[config.mk]
export PLATFORM = sky130hd
export DESIGN_NAME = sug_host
export DESIGN_NICKNAME = d
export VERILOG_FILES = /design/src/rtl/sug_fifo.v /design/src/rtl/sug_host.v
export VERILOG_INCLUDE_DIRS = /design/src /design/src/rtl
export SDC_FILE = /design/constraint.sdc
export NUM_CORES = 1
export LEC_CHECK = 0
export BUFFER_PORTS_ARGS = -buffer_cell sky130_fd_sc_hd__clkbuf_2
export CAP_MARGIN = 10
export CORE_MARGIN = 5
export CORE_UTILIZATION = 40
export CTS_BUF_LIST = sky130_fd_sc_hd__clkbuf_8
export CTS_CLUSTER_DIAMETER = 60
export CTS_CLUSTER_SIZE = 14
export DETAILED_ROUTE_END_ITERATION = 8
export PLACE_DENSITY = 0.57
export SLEW_MARGIN = 20
export SYNTH_ARGS = -nofsm -noshare
export SYNTH_HDL_FRONTEND = slang
export SYNTH_HIERARCHICAL = 1
export SYNTH_SLANG_ARGS = --single-unit
[constraint.sdc]
create_clock -name clk_sys -period 3.2 [get_ports clk_sys]
set_input_delay 0.16 -clock clk_sys [delete_from_list [all_inputs] [get_ports clk_sys]]
set_output_delay 0.16 -clock clk_sys [all_outputs]
set_load 0.1 [all_outputs]
[src/rtl/sug_defs.vh]
// Purpose: Shared constants of the unlock host controller
// Assumes: 200 MHz system clock
// Notes:   Times are kept in their own unit; cycle counts derive from them
`ifndef SUG_DEFS_VH
`define SUG_DEFS_VH

// ----------------------------------------------------------------------------
// Clock
// ----------------------------------------------------------------------------
`define SUG_CLK_PS        5000

// ----------------------------------------------------------------------------
// Pin timing, in ns as printed (power-up time in ms)
// ----------------------------------------------------------------------------
`define SUG_T_RST_NS      200
`define SUG_T_ACCESS_NS   200
`define SUG_T_RECOV_NS    50
`define SUG_T_SELMAX_NS   1500
`define SUG_T_PWRUP_MS    10

// ----------------------------------------------------------------------------
// Derived cycle counts (least times rounded up except power-up, which divides down; longest down)
// ----------------------------------------------------------------------------
`define SUG_RST_CYC    ((`SUG_T_RST_NS * 1000 + `SUG_CLK_PS - 1) / `SUG_CLK_PS)
`define SUG_STB_CYC    ((`SUG_T_ACCESS_NS * 1000 + `SUG_CLK_PS - 1) / `SUG_CLK_PS)
`define SUG_RCV_CYC    ((`SUG_T_RECOV_NS * 1000 + `SUG_CLK_PS - 1) / `SUG_CLK_PS)
`define SUG_SELMAX_CYC ((`SUG_T_SELMAX_NS * 1000) / `SUG_CLK_PS)
// Worked in ns over ns per cycle so the product stays inside 32 bits
`define SUG_PWRUP_CYC  ((`SUG_T_PWRUP_MS * 1000000) / (`SUG_CLK_PS / 1000))

// ----------------------------------------------------------------------------
// Sequence sizes
// ----------------------------------------------------------------------------
`define SUG_CODE_BITS     64
`define SUG_LAST_BIT      7'h3F
`define SUG_BYTE_LAST     3'h7

// ----------------------------------------------------------------------------
// Controller states
// ----------------------------------------------------------------------------
`define SUG_S_PWRUP       3'h0
`define SUG_S_IDLE        3'h1
`define SUG_S_RESET       3'h2
`define SUG_S_CODE        3'h3
`define SUG_S_IDENT       3'h4
`define SUG_S_OPEN        3'h5
`define SUG_S_MEM         3'h6

`endif

[src/rtl/sug_fifo.v]
// Purpose: Small synchronous FIFO with registered read data
// Assumes: One clock, asynchronous active-low reset
// Notes:   Output stage is a register so read data leave a flip-flop
module sug_fifo #(
  parameter WIDTH = 8,
  parameter DEPTH = 8,
  parameter AW    = 3
) (
  input  wire             clk_sys,
  input  wire             rst_n,
  input  wire             in_valid,
  output wire             in_ready,
  input  wire [WIDTH-1:0] in_data,
  output reg              out_valid,
  input  wire             out_ready,
  output reg  [WIDTH-1:0] out_data
);

  reg [WIDTH-1:0] mem_reg [0:DEPTH-1];
  reg [AW-1:0]    wr_ptr_reg;
  reg [AW-1:0]    rd_ptr_reg;
  reg [AW:0]      count_reg;
  wire            do_push;
  wire            do_pop;

  // ----------------------------------------------------------------------------
  // Handshakes
  // ----------------------------------------------------------------------------
  // Full is honest: the output register does not count as a slot
  assign in_ready = (count_reg != DEPTH[AW:0]);
  assign do_push  = in_valid && in_ready;
  assign do_pop   = (count_reg != {(AW+1){1'b0}}) && (out_ready || !out_valid);

  // Storage array, no reset needed
  always @(posedge clk_sys) begin
    if (do_push) begin
      mem_reg[wr_ptr_reg] <= in_data;
    end
  end

  // Pointers, fill level and output stage
  always @(posedge clk_sys or negedge rst_n) begin
    if (!rst_n) begin
      wr_ptr_reg <= {AW{1'b0}};
      rd_ptr_reg <= {AW{1'b0}};
      count_reg  <= {(AW+1){1'b0}};
      out_valid  <= 1'b0;
      out_data   <= {WIDTH{1'b0}};
    end else begin
      if (do_push) begin
        wr_ptr_reg <= wr_ptr_reg + 1'b1;
      end
      if (do_pop) begin
        out_data   <= mem_reg[rd_ptr_reg];
        out_valid  <= 1'b1;
        rd_ptr_reg <= rd_ptr_reg + 1'b1;
      end else if (out_ready) begin
        out_valid  <= 1'b0;
      end
      if (do_push && !do_pop) begin
        count_reg <= count_reg + 1'b1;
      end else if (do_pop && !do_push) begin
        count_reg <= count_reg - 1'b1;
      end
    end
  end

endmodule

[src/rtl/sug_host.v]
// Purpose: Host controller that unlocks a secured RAM gate and then runs RAM cycles
// Assumes: 200 MHz clk_sys; the gate is a strobe-driven device with one data pin
// Notes:   Identification bits are packed into bytes and buffered in a FIFO
//
// Operation
// - Start each attempt with a 200 ns reset
// - Write 64 code bits, one per cycle
// - Do 64 identification reads without intervening write
// - Keep each select pulse under 1.5 us
`include "sug_defs.vh"

module sug_host #(
  parameter PWRUP_CYC = `SUG_PWRUP_CYC,
  parameter CNT_W     = 21,
  parameter FIFO_W    = 8,
  parameter FIFO_D    = 8
) (
  input  wire              clk_sys,
  input  wire              rst_n,
  input  wire              unlock_start,
  input  wire [63:0]       unlock_code,
  output reg               busy,
  output reg               unlocked,
  output wire              id_valid,
  output wire [FIFO_W-1:0] id_data,
  input  wire              id_ready,
  input  wire              acc_valid,
  input  wire              acc_write,
  input  wire [1:0]        acc_addr,
  input  wire              acc_wbit,
  output reg               acc_ready,
  output reg               rd_valid,
  output reg               rd_bit,
  output reg               dev_rst_n,
  output reg               dev_ce_n,
  output reg               dev_rd_n,
  output reg               dev_we_n,
  output reg  [1:0]        dev_addr,
  output reg               dev_dq_out,
  output reg               dev_dq_oe_n,
  input  wire              dev_dq_in
);

  localparam integer     PWRUP_LAST_I = PWRUP_CYC - 1;
  localparam integer     RST_LAST_I   = `SUG_RST_CYC - 1;
  localparam integer     STB_LAST_I   = `SUG_STB_CYC - 1;
  localparam integer     CYC_LAST_I   = `SUG_STB_CYC + `SUG_RCV_CYC - 1;
  // Cut to the counter width on purpose; every count fits in CNT_W bits
  localparam [CNT_W-1:0] PWRUP_LAST   = PWRUP_LAST_I[CNT_W-1:0];
  localparam [CNT_W-1:0] RST_LAST     = RST_LAST_I[CNT_W-1:0];
  localparam [CNT_W-1:0] STB_LAST     = STB_LAST_I[CNT_W-1:0];
  localparam [CNT_W-1:0] CYC_LAST     = CYC_LAST_I[CNT_W-1:0];

  reg [2:0]        state_reg;
  reg [CNT_W-1:0]  cnt_reg;
  reg              act_reg;
  reg [6:0]        bit_reg;
  reg [63:0]       code_reg;
  reg [7:0]        id_byte_reg;
  reg              push_reg;
  reg [7:0]        push_data_reg;
  reg              samp_reg;
  reg              mem_wr_reg;
  reg              mem_bit_reg;
  reg              dq_s1_reg;
  reg              dq_s2_reg;
  wire             fifo_in_ready;
  reg              go;
  reg              cur_write;
  reg              cur_bit;
  wire             cyc_done;
  wire [7:0]       id_byte_next;

  // ----------------------------------------------------------------------------
  // Identification byte buffer
  // ----------------------------------------------------------------------------
  sug_fifo #(
    .WIDTH (FIFO_W),
    .DEPTH (FIFO_D),
    .AW    ($clog2(FIFO_D))
  ) u_fifo (
    .clk_sys   (clk_sys),
    .rst_n     (rst_n),
    .in_valid  (push_reg),
    .in_ready  (fifo_in_ready),
    .in_data   (push_data_reg),
    .out_valid (id_valid),
    .out_ready (id_ready),
    .out_data  (id_data)
  );

  // Data pin is asynchronous to clk_sys
  always @(posedge clk_sys or negedge rst_n) begin
    if (!rst_n) begin
      dq_s1_reg <= 1'b0;
      dq_s2_reg <= 1'b0;
    end else begin
      dq_s1_reg <= dev_dq_in;
      dq_s2_reg <= dq_s1_reg;
    end
  end

  // ----------------------------------------------------------------------------
  // Pin cycle selection
  // ----------------------------------------------------------------------------
  assign cyc_done     = act_reg && (cnt_reg == CYC_LAST);
  assign id_byte_next = {samp_reg, id_byte_reg[7:1]};

  // Stall identification reads at a byte boundary until the FIFO has room;
  // a pause between reads is harmless as long as no write slips in
  always @* begin
    go        = 1'b0;
    cur_write = 1'b0;
    cur_bit   = 1'b0;
    case (state_reg)
      `SUG_S_CODE: begin
        go        = 1'b1;
        cur_write = 1'b1;
        cur_bit   = code_reg[0];
      end
      `SUG_S_IDENT: begin
        go = (bit_reg[2:0] != 3'h0) || (!push_reg && fifo_in_ready);
      end
      `SUG_S_MEM: begin
        go        = 1'b1;
        cur_write = mem_wr_reg;
        cur_bit   = mem_bit_reg;
      end
      default: begin
        go = 1'b0;
      end
    endcase
  end

  // ----------------------------------------------------------------------------
  // Sequencer and pin drivers
  // ----------------------------------------------------------------------------
  always @(posedge clk_sys or negedge rst_n) begin
    if (!rst_n) begin
      state_reg     <= `SUG_S_PWRUP;
      cnt_reg       <= {CNT_W{1'b0}};
      act_reg       <= 1'b0;
      bit_reg       <= 7'h00;
      code_reg      <= 64'h0000000000000000;
      id_byte_reg   <= 8'h00;
      push_reg      <= 1'b0;
      push_data_reg <= 8'h00;
      samp_reg      <= 1'b0;
      mem_wr_reg    <= 1'b0;
      mem_bit_reg   <= 1'b0;
      busy          <= 1'b1;
      unlocked      <= 1'b0;
      acc_ready     <= 1'b0;
      rd_valid      <= 1'b0;
      rd_bit        <= 1'b0;
      dev_rst_n     <= 1'b1;
      dev_ce_n      <= 1'b1;
      dev_rd_n      <= 1'b1;
      dev_we_n      <= 1'b1;
      dev_addr      <= 2'h0;
      dev_dq_out    <= 1'b0;
      dev_dq_oe_n   <= 1'b1;
    end else begin
      push_reg <= 1'b0;
      rd_valid <= 1'b0;

      // One pin cycle: strobe phase then recovery, well under the select limit
      if (act_reg) begin
        cnt_reg <= cnt_reg + 1'b1;
        if (cnt_reg == STB_LAST) begin
          dev_ce_n <= 1'b1;
          dev_we_n <= 1'b1;
          dev_rd_n <= 1'b1;
          samp_reg <= dq_s2_reg;
        end
        if (cyc_done) begin
          act_reg     <= 1'b0;
          dev_dq_oe_n <= 1'b1;
        end
      end else if (go) begin
        act_reg  <= 1'b1;
        cnt_reg  <= {CNT_W{1'b0}};
        dev_ce_n <= 1'b0;
        if (cur_write) begin
          dev_we_n    <= 1'b0;
          dev_dq_out  <= cur_bit;
          dev_dq_oe_n <= 1'b0;
        end else begin
          dev_rd_n    <= 1'b0;
        end
      end

      case (state_reg)
        // No pin cycle until the gate has recovered from power-up
        `SUG_S_PWRUP: begin
          cnt_reg <= cnt_reg + 1'b1;
          if (cnt_reg == PWRUP_LAST) begin
            cnt_reg   <= {CNT_W{1'b0}};
            busy      <= 1'b0;
            state_reg <= `SUG_S_IDLE;
          end
        end
        `SUG_S_IDLE, `SUG_S_OPEN: begin
          if (acc_valid && acc_ready) begin
            acc_ready   <= 1'b0;
            busy        <= 1'b1;
            mem_wr_reg  <= acc_write;
            mem_bit_reg <= acc_wbit;
            dev_addr    <= acc_addr;
            state_reg   <= `SUG_S_MEM;
          end else if (unlock_start) begin
            // Every attempt, including a retry, opens with a reset pulse
            acc_ready <= 1'b0;
            busy      <= 1'b1;
            unlocked  <= 1'b0;
            code_reg  <= unlock_code;
            cnt_reg   <= {CNT_W{1'b0}};
            dev_rst_n <= 1'b0;
            state_reg <= `SUG_S_RESET;
          end else begin
            acc_ready <= (state_reg == `SUG_S_OPEN);
          end
        end
        `SUG_S_RESET: begin
          cnt_reg <= cnt_reg + 1'b1;
          if (cnt_reg == RST_LAST) begin
            cnt_reg   <= {CNT_W{1'b0}};
            dev_rst_n <= 1'b1;
            bit_reg   <= 7'h00;
            state_reg <= `SUG_S_CODE;
          end
        end
        // Writes only; a read here would abort the attempt
        `SUG_S_CODE: begin
          if (cyc_done) begin
            code_reg <= {1'b0, code_reg[63:1]};
            bit_reg  <= bit_reg + 1'b1;
            if (bit_reg == `SUG_LAST_BIT) begin
              bit_reg   <= 7'h00;
              state_reg <= `SUG_S_IDENT;
            end
          end
        end
        `SUG_S_IDENT: begin
          if (cyc_done) begin
            id_byte_reg <= id_byte_next;
            bit_reg     <= bit_reg + 1'b1;
            if (bit_reg[2:0] == `SUG_BYTE_LAST) begin
              push_reg      <= 1'b1;
              push_data_reg <= id_byte_next;
            end
            if (bit_reg == `SUG_LAST_BIT) begin
              unlocked  <= 1'b1;
              busy      <= 1'b0;
              state_reg <= `SUG_S_OPEN;
            end
          end
        end
        `SUG_S_MEM: begin
          if (cyc_done) begin
            rd_valid  <= !mem_wr_reg;
            rd_bit    <= samp_reg;
            busy      <= 1'b0;
            state_reg <= unlocked ? `SUG_S_OPEN : `SUG_S_IDLE;
          end
        end
        default: begin
          state_reg <= `SUG_S_IDLE;
        end
      endcase
    end
  end

endmodule

==> impl_metrics.toml, run 1 <==
[synthesis]
synth_most_common_cell = "nand2_1"
postSynthNetCount = 1001
average_cell_area_after_synthesis_um2 = 10.99
yosysTopAreaCellShare_pct = 35.55
post_synth_inst_count = 916
synth.distinct_cells = 68
synthAdderAreaFrac_pct = 1.442
yosys_most_used_dff = "dfrtp_1"
ys_seq_elements = 213
largest_family_of_logic_cells_by_synthesized_area = "simple AND/OR/NAND/NOR gates"
synth_mux_area_share_pct = 13.48
yosys_warnings = 6
ys_seq_area_share_pct = 56.20
synth_commonest_cells = "nand2_1 (236), dfrtp_1 (143), mux2_2 (85), edfxtp_1 (64), mux2i_1 (37)"
synth_edf_count = 64
synth-compound-area-share_pct = 8.327
synth.top_cells.by_area = "dfrtp_1 (36%), edfxtp_1 (19%), mux2_2 (9.5%)"
area_share_of_xor_xnor_cells_in_the_synthesized_design_pct = 0.7830
postSynth.asyncResetShare_pct = 69.95
synth_simple_gate_area_share_pct = 16.18
mappedNetlistArea_um2 = 10070
synth_top_area_cell = "dfrtp_1"

[sta]
tightest_slew_ps = 894.1
fmax_mhz = 357.0
finalSetupTns_ps = 0
fin_skew_ps = 17.31
finalWorstPathRequiredPeriod_ps = 2801
timing.hold.ws_ps = 66.57
report.final.hold_viol_count = 0
maxSlewViolCount = 0
finalSetupViolations = 0
post_route_fraction_of_the_period_consumed_by_the_critical_path_pct = 87.53
relative_max_transition_margin_pct = 40.17
rsz0062_at_grt = "no"

[routing]
routed_via_density = 5.072
via_count = 7248
postRouteWirelength_um = 22580
drc = 0
drtPass1Iterations = 5
detailedRoute.firstIterationViolations = 413
wire_per_inst_um = 15.80
route.antenna.remaining_nets = 0

[critical_path]
critical_path_required_ps = 3620
critPathLaunch = "cnt_reg[13]$_DFF_PN0_"
critPathMaxFanout = 24
worst_r2r_path_depth = 6
cp_data_arrival_time_ps = 3220
timing.rr.start = "cnt_reg[13]$_DFF_PN0_"
path_class = "flop to flop"
worstSetupStartpointType = "flop"
setup.worst_path.end_class = "flop"

[clocking]
tritoncts = "done"
ctsRootBufferMaster = "clkbuf_8"
tritoncts_num_sinks = 213
cts.clk_slew.worst_paths_ps = 100
ctsResizeCount = 0
ctsLongestPathBuffers = 3
insertion_delay_ps = 530
tritoncts.num_buffers = 21
h-tree-depth = 1

[hold_path]
whs_path_depth = 4
worst_hold_path_class = "input pin to flop"
hold_path_startpoint = "acc_valid"

[die]
die_area_um2 = 28440
placementRows = 58
floorplan.die.height_um = 168.6
placeableCoreArea_um2 = 24960
dieWidth_um = 168.6
initial_core_util_pct = 40.33
floorplan.io_pins = 96

[finish]
fill_cells = 2294
utilization_pct = 48.67
post-route-cell-area_um2 = 12150
area_delta_synth_final_pct = 20.68
antennaDiodeCount = 0
layout.nets = 1170
drive_above_1_share_pct = 24.29

[job]
maxCapViolCount = 0

[power_and_ir_drop]
max-vdd-ir-drop_uv = 825.4
cellLeakagePower_nw = 5.224
power.total_mw = 9.187
power.density_nw_per_um2 = 756.2

[global_routing]
maximum_number_of_pins_on_one_net_before_global_route_repair = 76
antenna_found_initial = 0
overflow = 0
track_usage_pct = 15.85
grt_pass1_vias = 7478
grt_pass1_wl_um = 37740

[placement]
hpwl_after_dpl_um = 14480
gpl.final_weighted_congestion = 0.8323
port_buffers = 95
placement.cell_area_um2 = 10970

[outcome]
status = "completed"
## critical path, stage by stage (launching register included)
cell and delay [ps]:
dfrtp_1 490, or4_4 530, nand4bb_4 360, nor4_1 310, o21a_2 400, buf_12 230, mux2_2 350
## per-stage QoR
| stage | cells | worst slack [ps] |
|---|---|---|
| floorplan | 916 | 425.4 |
| global placement | 1319 | 453.3 |
| detailed placement | 1319 | 417.3 |
| CTS | 1429 | 400.4 |
| global route | 1429 | 262.7 |
| finish | 1429 | 399.0 |
## cells by family after synthesis
group,after synthesis
flops,213
fa+ha+maj,11
xor+xnor,9
simple gates,359
mux,124
buf+inv,77
compound gates,123
## metal layers
layer	up-vias	GRT usage, %	wire length [um]
li1	3583	-	-
met1	3512	21.69	10360
met2	119	26.75	11110
met3	34	2.335	666
met4	0	3.917	442
met5	-	0	0
## cell usage in the layout (no fill, tap or decap), drive strengths merged, types with 3 or more instances in the layout
cell	count
and3	3
edfxtp	64
a31oi	3
nor3	27
nor4	13
ha	10
nand2b	11
mux2	87
nor2b	6
or3	4
o31ai	13
clkinv	3
dfrtp	143
inv	33
nor2	18
xnor2	6
o21ai	35
or2	4
a22oi	17
a2111oi	4
xor2	3
nand3	20
nand2	238
clkbuf	117
mux2i	37
dfstp	6
clkinvlp	3
a21o	3
o22ai	5
o41ai	9
dlygate4sd3	73
a21oi	13
buf	29
nand4	5
## area by class of cell
type | instances | area, um^2 | share of cell area, %
Sequential cell | 213 | 5658 | 46.57
Multi-Input combinational cell | 626 | 4060 | 33.42
Timing Repair Buffer | 196 | 1473 | 12.12
Tap cell | 330 | 412.9 | 3.399
Clock buffer | 23 | 316.6 | 2.606
Clock inverter | 14 | 127.6 | 1.050
Inverter | 27 | 101.3 | 0.8342
## worst paths after layout
| check | endpoint | slack, ps |
|---|---|---|
| worst max register to register | code_reg[41]$_DFFE_PN0P_ | 400 |
| worst min register to register | dq_s2_reg$_DFF_PN0_ | 360 |
| worst max-delay path | code_reg[41]$_DFFE_PN0P_ | 400 |
| worst min-delay path | unlocked$_DFFE_PN0P_ | 70 |
| min in group asynchronous | u_fifo/out_data[4]$_DFFE_PN0P_ | 210 |
| max in group asynchronous | bit_reg[1]$_DFFE_PN0P_ | 2160 |
## power breakdown
group	internal, mW	switching (mW)	total (mW)	leakage (nW)
Combinational	1.37	2.24	3.61	2.67
Clock	0.840	0.962	1.80	0.238
Sequential	3.38	0.399	3.78	2.31
## timing repair
| item | in CTS | in global routing |
|---|---|---|
| setup buffers | 0 | 0 |
| hold endpoints to repair | 142 | 0 |
| hold buffers | 73 | 0 |
Power figures use the tool's default switching activity.
==> inputs of run 2 (changes only) <==
--- a/config.mk
+++ b/config.mk
@@ -12,9 +12,10 @@
 export CORE_UTILIZATION = 40
 export CTS_BUF_LIST = sky130_fd_sc_hd__clkbuf_8
 export CTS_CLUSTER_DIAMETER = 60
-export CTS_CLUSTER_SIZE = 14
+export CTS_CLUSTER_SIZE = 28
 export DETAILED_ROUTE_END_ITERATION = 8
 export PLACE_DENSITY = 0.57
+export RECOVER_POWER = 100
 export SLEW_MARGIN = 20
 export SYNTH_ARGS = -nofsm -noshare
 export SYNTH_HDL_FRONTEND = slang
==> impl_metrics.toml, run 2 (synthesis results as in run 1) <==
[finish]
fill_cells = 2319
multi_input_area_um2 = 4030
antennaDiodeCount = 0
instances_no_fill = 1428
seq_area_um2 = 5658
final_cell_mix = "nand2_1 (237), dfrtp_1 (143), mux2_2 (85)"
final_common_cell = "nand2_1"
drive_above_1_share_pct = 21.04
area_delta_synth_final_pct = 19.54
layout.nets = 1169

[critical_path]
worst_r2r_path_depth = 6
critPathMaxFanout = 11
critPathLaunch = "cnt_reg[13]$_DFF_PN0_"
setup.worst_path.end_class = "flop"
path_class = "flop to flop"
critical_path_required_ps = 3610
timing.rr.end = "cnt_reg[17]$_DFF_PN0_"
worstSetupStartpointType = "flop"
endpoint = "cnt_reg[17]$_DFF_PN0_"
rrSetupSlack_ps = 320
cp_data_arrival_time_ps = 3280
timing.rr.start = "cnt_reg[13]$_DFF_PN0_"

[sta]
report.final.hold_viol_count = 0
finalSetupViolations = 0
finalWorstPathRequiredPeriod_ps = 2880
post_route_fraction_of_the_period_consumed_by_the_critical_path_pct = 89.99
finalSetupTns_ps = 0
rsz0062_at_grt = "no"
tightest_slew_ps = 1941
relative_max_transition_margin_pct = -29.41
fmax_mhz = 347.3
maxSlewViolCount = 76
fin_skew_ps = 19.15

[routing]
route.antenna.remaining_nets = 0
drc = 0
routed_via_density = 5.076
via_count = 7249
detailedRoute.firstIterationViolations = 412
wire_per_inst_um = 15.69
postRouteWirelength_um = 22400
drtPass1Iterations = 4

[clocking]
tritoncts_num_sinks = 213
tritoncts = "done"
ctsResizeCount = 0
ctsLongestPathBuffers = 3
ctsRootBufferMaster = "clkbuf_8"
h-tree-depth = 1
insertion_delay_ps = 530
cts.clk_slew.worst_paths_ps = 100
tritoncts.num_buffers = 20

[placement]
gpl.final_weighted_congestion = 0.8323
hpwl_after_dpl_um = 14480
dp.cells = 1319
port_buffers = 95

[global_routing]
track_usage_pct = 15.71
grt_pass1_wl_um = 37520
antenna_found_initial = 0
grt_pass1_vias = 7424
overflow = 0
maximum_number_of_pins_on_one_net_before_global_route_repair = 76

[die]
die_area_um2 = 28440
initial_core_util_pct = 40.33
placeableCoreArea_um2 = 24960
floorplan.die.height_um = 168.6
dieWidth_um = 168.6
placementRows = 58
floorplan.io_pins = 96

[outcome]
status = "finished with violations"
violations = "capacitance limit, slew limit"

[job]
maxCapViolCount = 1

[hold_path]
worst_hold_path_class = "input pin to flop"

[power_and_ir_drop]
max-vdd-ir-drop_uv = 840.9
cellLeakagePower_nw = 5.099
power.density_nw_per_um2 = 756.6
## run 2: changes by cell type in the layout (fill, tap and decap cells not counted), sizes merged
cell / change
bufinv: -2
clkinvlp: -3
buf: -12
clkbuf: +11
clkinv: +3
inv: +2
## run 2: how the worst min path moves through the flow
stage                         start                             end  depth (start not counted)
after floorplan               rst_n           acc_ready$_DFFE_PN0N_                          0
final                     acc_valid            unlocked$_DFFE_PN0P_                          4
after global routing      acc_valid        state_reg[1]$_DFFE_PN0P_                          4
after global placement        rst_n  u_fifo/out_data[4]$_DFFE_PN0P_                          1
after detailed placement      rst_n  u_fifo/out_data[4]$_DFFE_PN0P_                          1
after CTS                 acc_valid            unlocked$_DFFE_PN0P_                          4
## run 2: cell type report
cell class                 count  area share (%)
sequential                   213           47.02
multi-input combinational    626           33.49
timing repair buffer         196           11.54
tap                          330           3.431
clock buffer                  22           2.516
clock inverter                14           1.164
inverter                      27          0.8422
## run 2: what timing repair did
action / CTS / global route
hold buffers: 73 / 0
endpoints found under the hold margin: 142 / 0
endpoints found under the setup margin: 0 / 0
buffers inserted: 0 / 0
## run 2: stage by stage
step / total power, mW / setup slack (ps) / utilization (%) / cell area (um^2) / hold slack [ps]
final: 9.105 / 320.4 / 48.21 / 12030 / 71.49
after global routing: 9.762 / 136.6 / 48.21 / 12030 / 101.6
after CTS: 9.294 / 392.6 / 48.66 / 12150 / 40.55
after detailed placement: 7.396 / 417.3 / 43.96 / 10970 / 240.0
after global placement: 7.345 / 453.3 / 43.96 / 10970 / 242.1
after floorplan: 6.547 / 425.4 / - / 10070 / -135.6
## run 2: critical path, cell delays in order (launching register included)
cell and delay, ps:
dfrtp_1 480, or4_1 560, nand4bb_4 380, o31a_1 470, nor4_1 420, clkbuf_1 300, o21ai_0 150
## run 2: metal layers
layer	wire, um	global-route usage (%)	up-vias
met1	10420	21.67	3530
li1	-	-	3588
met5	0	0	-
met4	476	3.705	0
met3	608	2.102	30
met2	10890	26.55	101
## run 2: report_power, final
part           internal (mW)  total, mW  switching (mW)
clock network          0.719       1.79            1.07
registers               3.38       3.77           0.391
logic                   1.31       3.54            2.23
==> inputs of run 3 (changes only) <==
--- a/config.mk
+++ b/config.mk
@@ -9,12 +9,12 @@
 export BUFFER_PORTS_ARGS = -buffer_cell sky130_fd_sc_hd__clkbuf_2
 export CAP_MARGIN = 10
 export CORE_MARGIN = 5
-export CORE_UTILIZATION = 40
+export CORE_UTILIZATION = 46
 export CTS_BUF_LIST = sky130_fd_sc_hd__clkbuf_8
 export CTS_CLUSTER_DIAMETER = 60
 export CTS_CLUSTER_SIZE = 28
 export DETAILED_ROUTE_END_ITERATION = 8
-export PLACE_DENSITY = 0.57
+export PLACE_DENSITY = 0.63
 export RECOVER_POWER = 100
 export SLEW_MARGIN = 20
 export SYNTH_ARGS = -nofsm -noshare
==> impl_metrics.toml, run 3 (synthesis results as in run 1) <==
[outcome]
status = "finished with violations"
violations = "capacitance limit, slew limit"

[power_and_ir_drop]
max-vdd-ir-drop_uv = 507.5
cellLeakagePower_nw = 5.036
power.density_nw_per_um2 = 753.8
power.total_mw = 8.955

[hold_path]
worst_hold_path_class = "input pin to flop"

[routing]
detailedRoute.firstIterationViolations = 491
drc = 0
wire_per_inst_um = 15.97
via_count = 7313
route.antenna.remaining_nets = 0
routed_via_density = 5.330
drtPass1Iterations = 5
postRouteWirelength_um = 21910

[die]
floorplan.io_pins = 96
placeableCoreArea_um2 = 21690
initial_core_util_pct = 46.42
floorplan.die.height_um = 157.9
dieWidth_um = 157.9
die_area_um2 = 24940
placementRows = 54

[global_routing]
antenna_found_initial = 0
grt_pass1_wl_um = 35980
grt_pass1_vias = 7224
overflow = 0
track_usage_pct = 17.50
maximum_number_of_pins_on_one_net_before_global_route_repair = 63

[clocking]
insertion_delay_ps = 550
ctsRootBufferMaster = "clkbuf_8"
cts.clk_slew.worst_paths_ps = 110
ctsLongestPathBuffers = 3
h-tree-depth = 1
ctsResizeCount = 0
tritoncts_num_sinks = 213
tritoncts.num_buffers = 18
cts.repair_timing.setup_buffer_count = 0
tritoncts = "done"

[sta]
relative_max_transition_margin_pct = -7.235
tightest_slew_ps = 1609
finalSetupViolations = 0
finalWorstPathRequiredPeriod_ps = 2777
post_route_fraction_of_the_period_consumed_by_the_critical_path_pct = 86.78
finalSetupTns_ps = 0
rsz0062_at_grt = "no"
fmax_mhz = 360.1
maxSlewViolCount = 63
final_setup_slack_of_the_worst_path_ps = 423.1
report.final.hold_viol_count = 0
fin_skew_ps = 39.69

[critical_path]
critical_path_required_ps = 3590
cp_num_buf_inv = 1
cp_data_arrival_time_ps = 3170
critical_path.slowest_cell = "or4_1"
critPathMaxFanout = 12
setup.worst_path.end_class = "flop"
critical_path.cell_chain = "or4_1, nand4bb_4, o31a_1, nor3_1, clkbuf_1, o21ai_0"
worstSetupStartpointType = "flop"
path_class = "flop to flop"
critical_path.max_stage_delay_ps = 550
worst_path_dominant_cell_family = "simple AND/OR/NAND/NOR gates"

[placement]
post-place-ws_ps = 593.7
gpl.final_weighted_congestion = 0.8635
port_buffers = 95
hpwl_after_dpl_um = 14150

[finish]
final_cell_mix = "nand2_1 (238), dfrtp_1 (143), mux2_2 (85)"
layout.nets = 1163
utilization_pct = 54.78
final_common_cell = "nand2_1"
area_delta_synth_final_pct = 18.01
drive_above_1_share_pct = 20.18

[job]
maxCapViolCount = 1
[run 3: power by group]
part / switching, mW / internal, mW
clock network: 1.07 / 0.629
registers: 0.402 / 3.38
logic: 2.21 / 1.27
[run 3: area by class of cell]
type | count | area [um^2]
diodes | 2 | 5.005
clock buffers | 18 | 247.7
clock inverters | 14 | 167.7
fillers | 1930 | 9808
inverters | 27 | 101.3
multi-input cells | 626 | 4006
flip-flops and latches | 213 | 5658
well taps | 280 | 350.3
repair buffers | 192 | 1344
[run 3: timing repair]
| action | in CTS | in global routing |
|---|---|---|
| endpoints found under the hold margin | 130 | 0 |
| hold buffers | 73 | 0 |
| setup endpoints to repair | 0 | 0 |
[run 3: layer usage]
metal	part of all wire (%)	up-vias	global-route usage [%]
met1	45	3582	24.38
met3	3.5	42	2.351
met5	0	-	0
met4	2.5	0	5.890
li1	-	3562	-
met2	49	127	28.50
[run 3: worst register-to-register path, delay by kind of cell (launching register included)]
kind	cells	cell delay, ps
DFF	1	480
and+or+nand+nor	3	1090
AOI/OAI and AO/OA	2	640
buffers and inverters	1	430
[run 3: metrics by stage]
step	cells	area [um^2]	hold WS, ps
2_1_floorplan	916	10070	-135.6
3_3_place_gp	1265	10860	180.0
3_5_place_dp	1265	10860	180.5
4_1_cts	1370	12000	24.04
5_1_grt	1370	11880	54.58
6_report	1372	11880	66.51
[run 3: final timing paths]
check / start / depth (start not counted) / end / slack, ps
worst max-delay path: cnt_reg[13]$_DFF_PN0_ / 6 / cnt_reg[16]$_DFF_PN0_ / 420
worst min-delay path: acc_valid / 4 / unlocked$_DFFE_PN0P_ / 70
worst max register to register: cnt_reg[13]$_DFF_PN0_ / 6 / cnt_reg[16]$_DFF_PN0_ / 420
worst min register to register: dq_s1_reg$_DFF_PN0_ / 0 / dq_s2_reg$_DFF_PN0_ / 380
max in group asynchronous: rst_n / 3 / u_fifo/out_valid$_DFFE_PN0P_ / 970
min in group asynchronous: rst_n / 2 / u_fifo/out_data[7]$_DFFE_PN0P_ / 530
